## config.mk

```make
export PLATFORM = sky130hd
export DESIGN_NAME = pcs_strobes
export DESIGN_NICKNAME = d
export VERILOG_FILES = /design/src/hw/pcs_status_sync.v /design/src/hw/pcs_strobes.v
export VERILOG_INCLUDE_DIRS = /design/src /design/src/common
export SDC_FILE = /design/constraint.sdc
export NUM_CORES = 1
export LEC_CHECK = 0
export BUFFER_PORTS_ARGS = -buffer_cell sky130_fd_sc_hd__buf_2
export CAP_MARGIN = 5
export CORE_ASPECT_RATIO = 1.25
export CORE_MARGIN = 2
export CORE_UTILIZATION = 45
export DETAILED_ROUTE_END_ITERATION = 16
export GPL_TIMING_DRIVEN = 0
export PLACE_DENSITY = 0.79
export SLEW_MARGIN = 20
export SYNTH_ARGS = -nofsm -noshare
export SYNTH_HDL_FRONTEND = slang
export SYNTH_HIERARCHICAL = 1
export SYNTH_SLANG_ARGS = --single-unit
```

## constraint.sdc

```tcl
create_clock -name clk_in -period 4.4 [get_ports clk_in]
set_input_delay 0.44 -clock clk_in [delete_from_list [all_inputs] [get_ports clk_in]]
set_output_delay 0.44 -clock clk_in [all_outputs]
set_load 0.01 [all_outputs]
```

## src/common/pcs_consts.vh

```
// Constants for the 16-bit card control strobe block
`ifndef PCS_CONSTS_VH
`define PCS_CONSTS_VH

// Cycle kinds requested by the host side
`define PCS_CYC_IO_RD 3'h0
`define PCS_CYC_IO_WR 3'h1
`define PCS_CYC_MEM_RD 3'h2
`define PCS_CYC_MEM_WR 3'h3
`define PCS_CYC_DMA_RD 3'h4
`define PCS_CYC_DMA_WR 3'h5

// Setup 100 ns, strobe 300 ns, hold 50 ns, counted in 50 ns clock cycles
`define PCS_SETUP_CYC 4'h2
`define PCS_STROBE_CYC 4'h6
`define PCS_HOLD_CYC 4'h1

// Width of the phase counter
`define PCS_CNT_W 4

// Idle level of every active-low strobe
`define PCS_STROBE_IDLE 1'h1

`endif

```

## src/hw/pcs_status_sync.v

```verilog
// Two-stage capture of the card-driven status inputs
`timescale 1ns/1ps
`default_nettype none
module pcs_status_sync (
	// Clock and reset
	input wire clk_in,
	input wire rst_in,
	// Raw inputs, active low
	input wire [2:0] raw_n_in,
	// Synchronised levels, active low
	output wire [2:0] sync_n_out
);
	genvar i;
	generate
		for (i = 0; i < 3; i = i + 1) begin : g_bit
			reg stage1;
			reg stage2;
			// Idle high so that no acknowledge or interrupt looks asserted out of reset
			always @(posedge clk_in) begin
				if (rst_in) begin
					stage1 <= 1'h1;
					stage2 <= 1'h1;
				end else begin
					stage1 <= raw_n_in[i];
					stage2 <= stage1;
				end
			end
			assign sync_n_out[i] = stage2;
		end
	endgenerate
endmodule // pcs_status_sync
`default_nettype wire

```

## src/hw/pcs_strobes.v

```verilog
// Control strobe sequencer for a 16-bit card socket
`timescale 1ns/1ps
`default_nettype none
`include "pcs_consts.vh"

// Overview of operation
// - The controller asserts the I/O read strobe in host I/O read cycles so the card drives data.
// - The I/O read strobe serves as DMA write strobe for transfers from card to host memory.
// - The controller drives the I/O write strobe low in host I/O write cycles to latch data.
// - The I/O write strobe is asserted for DMA transfers from host memory to the card.
// - The controller drives output enable low in host memory reads so the memory card drives data.
// - Output enable is asserted as terminal count in DMA write operations from the card to host memory.
// - The shared ready/interrupt input is ready only when card and socket are in memory-only mode.
// - The first card enable selects even bytes and the second selects odd bytes.
// - Attribute select is asserted as DMA acknowledge together with the data strobe in DMA.
module pcs_strobes (
	// Clock and reset
	input wire clk_in,
	input wire rst_in,
	// Host cycle request
	input wire req_valid_in,
	input wire [2:0] req_kind_in,
	input wire req_addr0_in,
	input wire req_wide_in,
	input wire req_last_in,
	output wire req_ready_out,
	output reg done_out,
	// Socket mode
	input wire memory_only_in,
	// Card status pins: input acknowledge active low; shared pin high for ready, low for interrupt
	input wire input_ack_n_in,
	input wire ready_irq_in,
	// Card strobe pins, active low
	output reg io_read_strobe_n_out,
	output reg io_write_strobe_n_out,
	output reg output_enable_n_out,
	output reg write_enable_n_out,
	output reg even_byte_select_n_out,
	output reg odd_byte_select_n_out,
	output reg attr_select_n_out,
	// Status to host
	output reg card_ready_out,
	output reg card_irq_out,
	output reg input_ack_out,
	output reg dma_request_out
);
	localparam ST_IDLE = 2'h0;
	localparam ST_SETUP = 2'h1;
	localparam ST_STROBE = 2'h2;
	localparam ST_HOLD = 2'h3;
	localparam [3:0] SETUP_CYC = `PCS_SETUP_CYC;
	localparam [3:0] STROBE_CYC = `PCS_STROBE_CYC;
	localparam [3:0] HOLD_CYC = `PCS_HOLD_CYC;

	reg [1:0] state;
	reg [1:0] next_state;
	reg [3:0] count;
	reg [3:0] next_count;
	reg [2:0] kind;
	reg addr0;
	reg wide;
	reg last;
	wire [2:0] synced_n;
	wire strobe_on;
	wire [2:0] sel_kind;
	wire sel_addr0;
	wire sel_wide;
	wire sel_dma;

	pcs_status_sync u_sync (
		.clk_in(clk_in),
		.rst_in(rst_in),
		.raw_n_in({ready_irq_in, input_ack_n_in, 1'h1}),
		.sync_n_out(synced_n)
	);

	assign req_ready_out = (state == ST_IDLE);
	assign strobe_on = (state == ST_STROBE);
	// Selects leave idle on the take edge, the same edge that latches the request, so use the live request
	assign sel_kind = req_ready_out ? req_kind_in : kind;
	assign sel_addr0 = req_ready_out ? req_addr0_in : addr0;
	assign sel_wide = req_ready_out ? req_wide_in : wide;
	assign sel_dma = (sel_kind == `PCS_CYC_DMA_RD) || (sel_kind == `PCS_CYC_DMA_WR);

	always @* begin
		next_state = state;
		next_count = count;
		case (state)
			ST_IDLE: begin
				if (req_valid_in) begin
					next_state = ST_SETUP;
					next_count = SETUP_CYC - 4'h1;
				end
			end
			ST_SETUP: begin
				if (count == 4'h0) begin
					next_state = ST_STROBE;
					next_count = STROBE_CYC - 4'h1;
				end else begin
					next_count = count - 4'h1;
				end
			end
			ST_STROBE: begin
				if (count == 4'h0) begin
					next_state = ST_HOLD;
					next_count = HOLD_CYC - 4'h1;
				end else begin
					next_count = count - 4'h1;
				end
			end
			ST_HOLD: begin
				if (count == 4'h0) begin
					next_state = ST_IDLE;
				end else begin
					next_count = count - 4'h1;
				end
			end
			default: begin
				next_state = ST_IDLE;
				next_count = 4'h0;
			end
		endcase
	end

	always @(posedge clk_in) begin
		if (rst_in) begin
			state <= ST_IDLE;
			count <= 4'h0;
			kind <= 3'h0;
			addr0 <= 1'h0;
			wide <= 1'h0;
			last <= 1'h0;
			done_out <= 1'h0;
		end else begin
			state <= next_state;
			count <= next_count;
			done_out <= (state == ST_HOLD) && (count == 4'h0);
			if (req_ready_out && req_valid_in) begin
				kind <= req_kind_in;
				addr0 <= req_addr0_in;
				wide <= req_wide_in;
				last <= req_last_in;
			end
		end
	end

	// Address and byte selects span setup through hold; data strobes only the middle phase
	always @(posedge clk_in) begin
		if (rst_in) begin
			io_read_strobe_n_out <= `PCS_STROBE_IDLE;
			io_write_strobe_n_out <= `PCS_STROBE_IDLE;
			output_enable_n_out <= `PCS_STROBE_IDLE;
			write_enable_n_out <= `PCS_STROBE_IDLE;
			even_byte_select_n_out <= `PCS_STROBE_IDLE;
			odd_byte_select_n_out <= `PCS_STROBE_IDLE;
			attr_select_n_out <= `PCS_STROBE_IDLE;
		end else if (next_state == ST_IDLE) begin
			io_read_strobe_n_out <= `PCS_STROBE_IDLE;
			io_write_strobe_n_out <= `PCS_STROBE_IDLE;
			output_enable_n_out <= `PCS_STROBE_IDLE;
			write_enable_n_out <= `PCS_STROBE_IDLE;
			even_byte_select_n_out <= `PCS_STROBE_IDLE;
			odd_byte_select_n_out <= `PCS_STROBE_IDLE;
			attr_select_n_out <= `PCS_STROBE_IDLE;
		end else begin
			// Even select for even address or wide, odd select for odd or wide
			even_byte_select_n_out <= ~(~sel_addr0 | sel_wide);
			odd_byte_select_n_out <= ~(sel_addr0 | sel_wide);
			attr_select_n_out <= ~sel_dma;
			io_read_strobe_n_out <= ~((next_state == ST_STROBE) &&
				((kind == `PCS_CYC_IO_RD) || (kind == `PCS_CYC_DMA_RD)));
			io_write_strobe_n_out <= ~((next_state == ST_STROBE) &&
				((kind == `PCS_CYC_IO_WR) || (kind == `PCS_CYC_DMA_WR)));
			// Terminal count rides on output enable while the card writes into host memory
			output_enable_n_out <= ~((next_state == ST_STROBE) &&
				((kind == `PCS_CYC_MEM_RD) ||
				((kind == `PCS_CYC_DMA_RD) && last)));
			write_enable_n_out <= ~((next_state == ST_STROBE) &&
				((kind == `PCS_CYC_MEM_WR) ||
				((kind == `PCS_CYC_DMA_WR) && last)));
		end
	end

	// The shared pin means ready only in memory-only mode, interrupt otherwise
	always @(posedge clk_in) begin
		if (rst_in) begin
			card_ready_out <= 1'h0;
			card_irq_out <= 1'h0;
			input_ack_out <= 1'h0;
			dma_request_out <= 1'h0;
		end else begin
			card_ready_out <= memory_only_in & synced_n[2];
			card_irq_out <= ~memory_only_in & ~synced_n[2];
			// Acknowledge matters only while an I/O read strobe is out
			input_ack_out <= ~synced_n[1] & strobe_on & (kind == `PCS_CYC_IO_RD);
			dma_request_out <= ~synced_n[1] & ~memory_only_in & ~strobe_on;
		end
	end
endmodule // pcs_strobes
`default_nettype wire

```

==> impl_metrics.csv, run 1 <==
group,metric,value,unit
placement,dp_hpwl,1.65,mm
drt,wire_per_inst,11.8,um
cts,numCtsBuffers,3,
cts,clk_path_buf_depth,2,
grt,grt_pass1_vias,923,
yosys,synthCells,125,
finish,num_antenna_cells,0,
sta,clock_skew,0.00406,ns
drt,drt-pass1-iter-count,6,
floorplanning,die_h,60.1,um
pwr,vdd_drop_max,0.000264,V
finish,multi_input_area,504,um^2
finish,final_cell_mix,"dfxtp_1 (28), buf_2 (27), nand2_1 (24), a21oi_1 (13), nor2_1 (9)",
critical_path,cp_top_family,"simple AND/OR/NAND/NOR gates",
finish,layout_commonest_cell,"dfxtp_1",
grt,use_met2,32.3,%
grt,track_usage,15.8,%
yosys,synthesis.area,0.00113,mm^2
flow_run,max-cap-violations,0,
pwr,p_leak,0.527,nW
drt,viasPerCell,5.10,
critical_path,critPathMaxStageDelay,0.42,ns
finish,drive_gt1_share,26.8,%
grt,grt_pass1_wl,3.53,mm
drt,first_iter_violations,17,
critical_path,cp.arrival,2.01,ns
yosys,syn_area_per_cell,9.06,um^2
yosys,ys_warn_count,6,
drt,ant_nets,0,
outcome,status,"complete, no violations",
placement,gp_congestion,0.790,
yosys,syn_nets,139,
cts,cts_sinks,28,
placement,io_buffer_count,24,
grt,grt.busiest_layer,"met2",
cts,cts_tree,"yes",
critical_path,worstSetupPathType,"flip-flop to flip-flop",
floorplanning,rows,20,
sta,fmax,0.559,GHz
critical_path,path_cells,"inv_1 > ha_1 > nor3b_2 > nand3_1 > a21oi_2 > nand3b_1",
pwr,p_per_area,616,mW/mm^2
sta,hold_ws,0.280,ns
grt,overflow,0,
critical_path,start_kind,"flip-flop",
floorplanning,die_area,0.00294,mm^2
cts,clockRootBuffer,"clkbuf_4",
grt,grt_max_degree,16,
grt,antenna_found_initial,0,
sta,maxSlewViolCount,0,
finish,fill_cells,224,
worst_hold_path,worstHoldPathType,"input port to flip-flop",
cts,clk_pin_slew,0.14,ns
floorplanning,fp.dieW,48.9,um
critical_path,crit_slowest_cell,"nor3b_2",
finish,fin_nets,168,
sta,relSlewSlack,66.2,%
sta,tightest_slew,0.507,ns
sta,rsz0062_at_grt,"no",
floorplanning,coreArea,0.00240,mm^2
drt,drt_wl_total,2.19,mm
finish,seqCellArea,561,um^2
critical_path,cp_num_buf_inv,1,
drt,drcViolationCount,0,
critical_path,crit_fanout,7,
finish,stdcell_count,186,
grt,grt_use_met3,3.00,%
critical_path,worst_setup_path_end_kind,"flip-flop",
grt,use_met1,13.8,%
finish,area_growth,17.5,%
sta,period_share,40.7,%
sta,hold_viol_final,0,
cts,cts_htree_levels,1,
placement,dp.cells,182,
floorplanning,start_util,47.1,%
cts,insertion_delay,0.33,ns
critical_path,required,4.62,ns
cts,cts_setup_buffers,0,
cts,hold_buffers,0,
drt,dr_total_vias,949,
sta,finalSetupViolCount,0,
floorplanning,io_pins,25,
sta,period_minus_slack,1.79,ns
sta,tns,0,ns
cts,post_cts_resized,0,
[metal layers]
layer | share of wire (%) | vias up
met5 | 0 | -
met4 | 2.7 | 0
met2 | 54 | 24
met1 | 40 | 440
met3 | 3.6 | 7
li1 | - | 478
[per-stage QoR]
| step | util (%) | worst slack [ns] | cell area, um^2 | total power [mW] |
|---|---|---|---|---|
| 2_1_floorplan | - | 2.95 | 1130 | 0.615 |
| 3_5_place_dp | 53.9 | 2.66 | 1290 | 0.697 |
| 4_1_cts | 55.4 | 2.61 | 1330 | 0.820 |
| 5_1_grt | 55.4 | 2.50 | 1330 | 0.870 |
| 6_report | 55.4 | 2.61 | 1330 | 0.819 |
| 3_3_place_gp | 53.9 | 2.77 | 1290 | 0.681 |
[report_power, final]
| group | leakage (nW) | internal [mW] | total (mW) | switching [mW] |
|---|---|---|---|---|
| logic | 0.276 | 0.150 | 0.350 | 0.200 |
| registers | 0.230 | 0.301 | 0.345 | 0.0437 |
| clock network | 0.0210 | 0.0507 | 0.124 | 0.0729 |
[worst paths after layout]
path	slack, ns	endpoint	cells past startpoint	start
setup / recovery	2.61	write_enable_n_out	6	count[0]
hold / removal	0.28	card_irq_out	2	memory_only_in
setup reg to reg	2.61	write_enable_n_out	6	count[0]
hold reg to reg	0.43	u_sync/g_bit[1].stage2	1	u_sync/g_bit[1].stage1
[cell type report]
cell class / instances / share of cell area [%]
buffer: 8 / 3.67
clock buffer: 4 / 2.73
inverter: 5 / 1.41
multi-input combinational: 84 / 37.9
sequential: 28 / 42.1
tap: 33 / 3.10
timing repair buffer: 24 / 9.03
[sequential cells by signal (all words and copies together) (netlist names), 2 cells and up]
| name | count |
|---|---|
| state | 2 |
| u_sync/g_bit.stage1 | 2 |
| u_sync/g_bit.stage2 | 2 |
| count | 4 |
| kind | 3 |
(Power assumes the default switching activity.)
==> run 2: changes to the inputs <==
--- a/config.mk
+++ b/config.mk
@@ -13,7 +13,7 @@
 export CORE_UTILIZATION = 45
 export DETAILED_ROUTE_END_ITERATION = 16
 export GPL_TIMING_DRIVEN = 0
-export PLACE_DENSITY = 0.79
+export PLACE_DENSITY = 0.81
 export SLEW_MARGIN = 20
 export SYNTH_ARGS = -nofsm -noshare
 export SYNTH_HDL_FRONTEND = slang
==> constraint.sdc (replaced) <==
create_clock -name clk_in -period 1.5 [get_ports clk_in]
set_input_delay 0.15 -clock clk_in [delete_from_list [all_inputs] [get_ports clk_in]]
set_output_delay 0.15 -clock clk_in [all_outputs]
set_load 0.01 [all_outputs]
==> impl_metrics.csv, run 2 (synthesis gave the netlist of run 1 again) <==
group,metric,value,unit
outcome,status,"complete, no violations",
drt,drt_wl_total,2.49,mm
floorplanning,rows,20,
floorplanning,die_area,0.00294,mm^2
grt,grt_pass1_vias,949,
drt,wire_per_inst,12.8,um
drt,drcViolationCount,0,
pwr,power,2.79,mW
critical_path,required,1.71,ns
grt,grt_pass1_wl,3.93,mm
critical_path,start_kind,"flip-flop",
floorplanning,fp.dieW,48.9,um
cts,cts_sinks,28,
critical_path,r2r_end,"count[3]",
cts,cts_tree,"yes",
sta,finalSetupViolCount,0,
sta,relSlewSlack,59.0,%
finish,top_register,"count",
placement,dp_hpwl,1.64,mm
pwr,vdd_drop_max,0.000855,V
cts,clk_path_buf_depth,2,
worst_hold_path,hold-path-cell-count,2,
grt,antenna_found_initial,0,
drt,drt-pass1-iter-count,4,
critical_path,r2r_slack,0.03,ns
flow_run,max-cap-violations,0,
placement,io_buffer_count,24,
finish,multi_input_area,552,um^2
cts,numCtsBuffers,3,
sta,period_share,98.2,%
drt,dr_total_vias,1013,
sta,clock_skew,0.00419,ns
sta,period_minus_slack,1.47,ns
finish,area_growth,28.6,%
grt,grt_max_degree,16,
cts,cts_htree_levels,1,
critical_path,crit_fanout,2,
sta,fmax,0.679,GHz
pwr,p_leak,0.575,nW
critical_path,worstSetupPathType,"flip-flop to flip-flop",
drt,first_iter_violations,22,
finish,seqCellArea,566,um^2
finish,largest_register_ffs,4,
sta,tightest_slew,0.615,ns
placement,gp_congestion,0.780,
sta,maxSlewViolCount,0,
critical_path,cp.arrival,1.69,ns
finish,top_regs,"count (4), kind (3)",
worst_hold_path,min_from,"input_ack_n_in",
floorplanning,io_pins,25,
finish,fin_nets,176,
cts,clk_pin_slew,0.15,ns
placement,post-place-ws,-0.207,ns
sta,setup_ws,0.0267,ns
critical_path,timing.rr.start,"count[0]",
cts,insertion_delay,0.32,ns
finish,fill_cells,204,
floorplanning,start_util,47.1,%
drt,ant_nets,0,
floorplanning,coreArea,0.00240,mm^2
floorplanning,die_h,60.1,um
pwr,p_per_area,1920,mW/mm^2
sta,tns,0,ns
drt,viasPerCell,5.22,
finish,drive_gt1_share,35.4,%
cts,clockRootBuffer,"clkbuf_4",
worst_hold_path,holdPathEnd,"u_sync/g_bit[1].stage1",
finish,num_antenna_cells,0,
grt,overflow,0,
sta,hold_viol_final,0,
finish,final_cell_mix,"buf_2 (26), dfxtp_1 (26), nand2_1 (24), a21oi_1 (13), nor2_1 (8)",
grt,track_usage,17.5,%
worst_hold_path,worstHoldPathType,"input port to flip-flop",
sta,hold_ws,0.00804,ns
critical_path,ff2ff_path_depth,4,
critical_path,worst_setup_path_end_kind,"flip-flop",
-- run 2: stage by stage --
step	util, %	cells	cell area (um^2)
after global routing	60.6	194	1460
final	60.6	194	1460
after detailed placement	53.9	182	1290
after floorplan	-	125	1130
after global placement	53.9	182	1290
after CTS	58.6	191	1410
-- run 2: layout make-up --
| cell class | count | share of cell area [%] |
|---|---|---|
| buffer | 8 | 3.52 |
| sequential | 28 | 38.8 |
| timing repair buffer | 32 | 13.0 |
| inverter | 5 | 1.46 |
| tap | 33 | 2.84 |
| multi-input combinational | 84 | 37.9 |
| clock buffer | 4 | 2.49 |
-- run 2: worst max-delay path by stage --
| stage | to | start | slack, ns | cells after the start |
|---|---|---|---|---|
| after CTS | count[1] | count[0] | 0.006 | 7 |
| after detailed placement | io_write_strobe_n_out | count[0] | -0.21 | 6 |
| after global routing | count[3] | count[0] | -0.05 | 4 |
| after global placement | even_byte_select_n_out | count[0] | -0.13 | 6 |
| final | count[3] | count[0] | 0.03 | 4 |
| after floorplan | even_byte_select_n_out | count[0] | 0.05 | 6 |
-- run 2: report_power, final --
part           total, mW  internal [mW]  switching, mW
Combinational       1.41          0.672          0.737
Sequential          1.02          0.892          0.131
Clock              0.361          0.148          0.213
Total               2.79           1.71           1.08
-- run 2: metal layers --
| layer | vias up | track usage, % | part of all wire (%) | wire length [um] |
|---|---|---|---|---|
| met5 | - | 0 | 0 | 0 |
| met4 | 0 | 8.16 | 2.0 | 51 |
| met3 | 6 | 3.75 | 5.5 | 137 |
| met2 | 29 | 33.3 | 53 | 1330 |
| met1 | 483 | 18.5 | 39 | 970 |
| li1 | 495 | - | - | - |
-- run 2: what timing repair did --
| item | 4_1_cts | 5_1_grt |
|---|---|---|
| endpoints found under the setup margin | 11 | 12 |
| resized for setup | 8 | 9 |
| setup buffers | 3 | 3 |
| pin swaps | 2 | 1 |
| hold endpoints to repair | 2 | 0 |
| hold buffers | 2 | 0 |
-- run 2: critical path, cell delays in order, from the launching register on --
cell	delay, ns
dfxtp_2	0.36
buf_4	0.14
nor4_4	0.33
a21oi_1	0.15
a2111oi_2	0.39
==> run 3: changes to the inputs <==
--- a/config.mk
+++ b/config.mk
@@ -10,10 +10,10 @@
 export CAP_MARGIN = 5
 export CORE_ASPECT_RATIO = 1.25
 export CORE_MARGIN = 2
-export CORE_UTILIZATION = 45
+export CORE_UTILIZATION = 47
 export DETAILED_ROUTE_END_ITERATION = 16
 export GPL_TIMING_DRIVEN = 0
-export PLACE_DENSITY = 0.81
+export PLACE_DENSITY = 0.84
 export SLEW_MARGIN = 20
 export SYNTH_ARGS = -nofsm -noshare
 export SYNTH_HDL_FRONTEND = slang
==> impl_metrics.csv, run 3 (synthesis gave the netlist of run 1 again) <==
group,metric,value,unit
placement,gp_congestion,0.830,
finish,largest_register_ffs,4,
finish,final_cell_mix,"buf_2 (26), dfxtp_1 (26), nand2_1 (24), a21oi_1 (13), nor2_1 (8)",
cts,cts_sinks,28,
sta,tightest_slew,0.571,ns
critical_path,startpoint,"count[0]",
pwr,p_per_area,1950,mW/mm^2
floorplanning,start_util,50.7,%
cts,numCtsBuffers,3,
placement,io_buffer_count,24,
critical_path,ff2ff_path_depth,6,
drt,drt-pass1-iter-count,4,
floorplanning,coreArea,0.00223,mm^2
drt,viasPerCell,5.29,
critical_path,crit_fanout,4,
pwr,vdd_drop_max,0.00146,V
critical_path,r2r_end,"write_enable_n_out",
drt,wire_per_inst,13.3,um
cts,clk_path_buf_depth,2,
sta,clock_skew,0.00702,ns
floorplanning,fp.dieW,47.9,um
critical_path,worstSetupPathType,"flip-flop to flip-flop",
floorplanning,die_area,0.00282,mm^2
cts,cts_htree_levels,1,
sta,hold_viol_final,0,
grt,grt_pass1_vias,1028,
sta,relSlewSlack,61.9,%
sta,fmax,0.683,GHz
floorplanning,rows,19,
drt,ant_nets,0,
sta,period_share,97.6,%
critical_path,timing.rr.start,"count[0]",
pwr,p_leak,0.570,nW
drt,first_iter_violations,38,
finish,fin_nets,174,
critical_path,crit_slowest_cell,"dfxtp_4",
placement,dp_hpwl,1.67,mm
sta,maxSlewViolCount,0,
grt,grt_pass1_wl,3.97,mm
pwr,power,2.82,mW
placement,placed_cell_area,0.00129,mm^2
grt,track_usage,19.6,%
worst_hold_path,worstHoldPathType,"input port to flip-flop",
outcome,status,"complete, no violations",
finish,fin_area,0.00144,mm^2
critical_path,cp_num_buf_inv,1,
sta,finalSetupViolCount,0,
critical_path,cp.depth,6,
critical_path,worst_setup_path_end_kind,"flip-flop",
finish,top_register,"count",
drt,drt_wl_total,2.53,mm
drt,drcViolationCount,0,
critical_path,crit_end,"write_enable_n_out",
critical_path,r2r_slack,0.04,ns
critical_path,cp_top_family,"simple AND/OR/NAND/NOR gates",
sta,period_minus_slack,1.46,ns
finish,top_regs,"count (4), kind (3)",
drt,dr_total_vias,1005,
grt,antenna_found_initial,0,
critical_path,path_cells,"inv_4 > ha_4 > nor3b_4 > nand3_2 > a21oi_2 > nand3b_1",
critical_path,cp.arrival,1.69,ns
critical_path,critPathMaxStageDelay,0.39,ns
cts,clockRootBuffer,"clkbuf_4",
cts,insertion_delay,0.33,ns
cts,clk_pin_slew,0.15,ns
flow_run,max-cap-violations,0,
critical_path,start_kind,"flip-flop",
finish,drive_gt1_share,34.0,%
floorplanning,io_pins,25,
critical_path,required,1.72,ns
cts,cts_tree,"yes",
finish,area_growth,27.3,%
grt,grt_max_degree,17,
floorplanning,die_h,58.9,um
grt,overflow,0,
finish,num_antenna_cells,0,
-- run 3: worst min path at each step --
stage	endpoint	startpoint	depth (start not counted)
6_report	u_sync/g_bit[2].stage1	ready_irq_in	2
5_1_grt	u_sync/g_bit[2].stage1	ready_irq_in	2
4_1_cts	u_sync/g_bit[2].stage1	ready_irq_in	2
3_5_place_dp	u_sync/g_bit[1].stage1	input_ack_n_in	2
3_3_place_gp	u_sync/g_bit[2].stage1	ready_irq_in	2
2_1_floorplan	card_irq_out	memory_only_in	1
-- run 3: routing by layer --
layer	global-route usage (%)	up-vias	share of wire, %
met5	0	-	0
met4	13.5	0	2.3
met3	3.68	8	3.9
met2	33.5	28	55
met1	20.4	473	39
li1	-	496	-
-- run 3: metrics by stage --
step                instances  hold WS [ns]  utilization (%)  setup slack, ns  setup TNS [ns]
finish                    190        0.0282             64.5           0.0362               0
global route              190        0.0114             64.5          -0.0495          -0.139
CTS                       188      0.000855             62.5          0.00353               0
detailed placement        180         0.338             57.8           -0.246           -1.57
global placement          180         0.328             57.8           -0.123          -0.775
floorplan                 125         0.228                -           0.0455               0
-- run 3: report_power, final --
part / total [mW] / internal, mW / switching (mW)
logic: 1.29 / 0.611 / 0.679
registers: 1.04 / 0.893 / 0.144
clock network: 0.488 / 0.270 / 0.218
total: 2.82 / 1.77 / 1.04
-- run 3: final cells by class --
| class | instances | area (um^2) |
|---|---|---|
| Clock buffer | 3 | 22.5 |
| Clock inverter | 1 | 30.0 |
| Timing Repair Buffer | 30 | 174 |
| Buffer | 8 | 51.3 |
| Tap cell | 31 | 38.8 |
| Inverter | 5 | 21.3 |
| Fill cell | 195 | 793 |
| Multi-Input combinational cell | 84 | 538 |
| Sequential cell | 28 | 566 |
-- run 3: timing repair --
item,CTS,global route
pin swaps,0,3
endpoints found under the setup margin,12,12
hold buffers,2,0
setup buffers,2,2
hold endpoints to repair,3,0
resized for setup,7,8
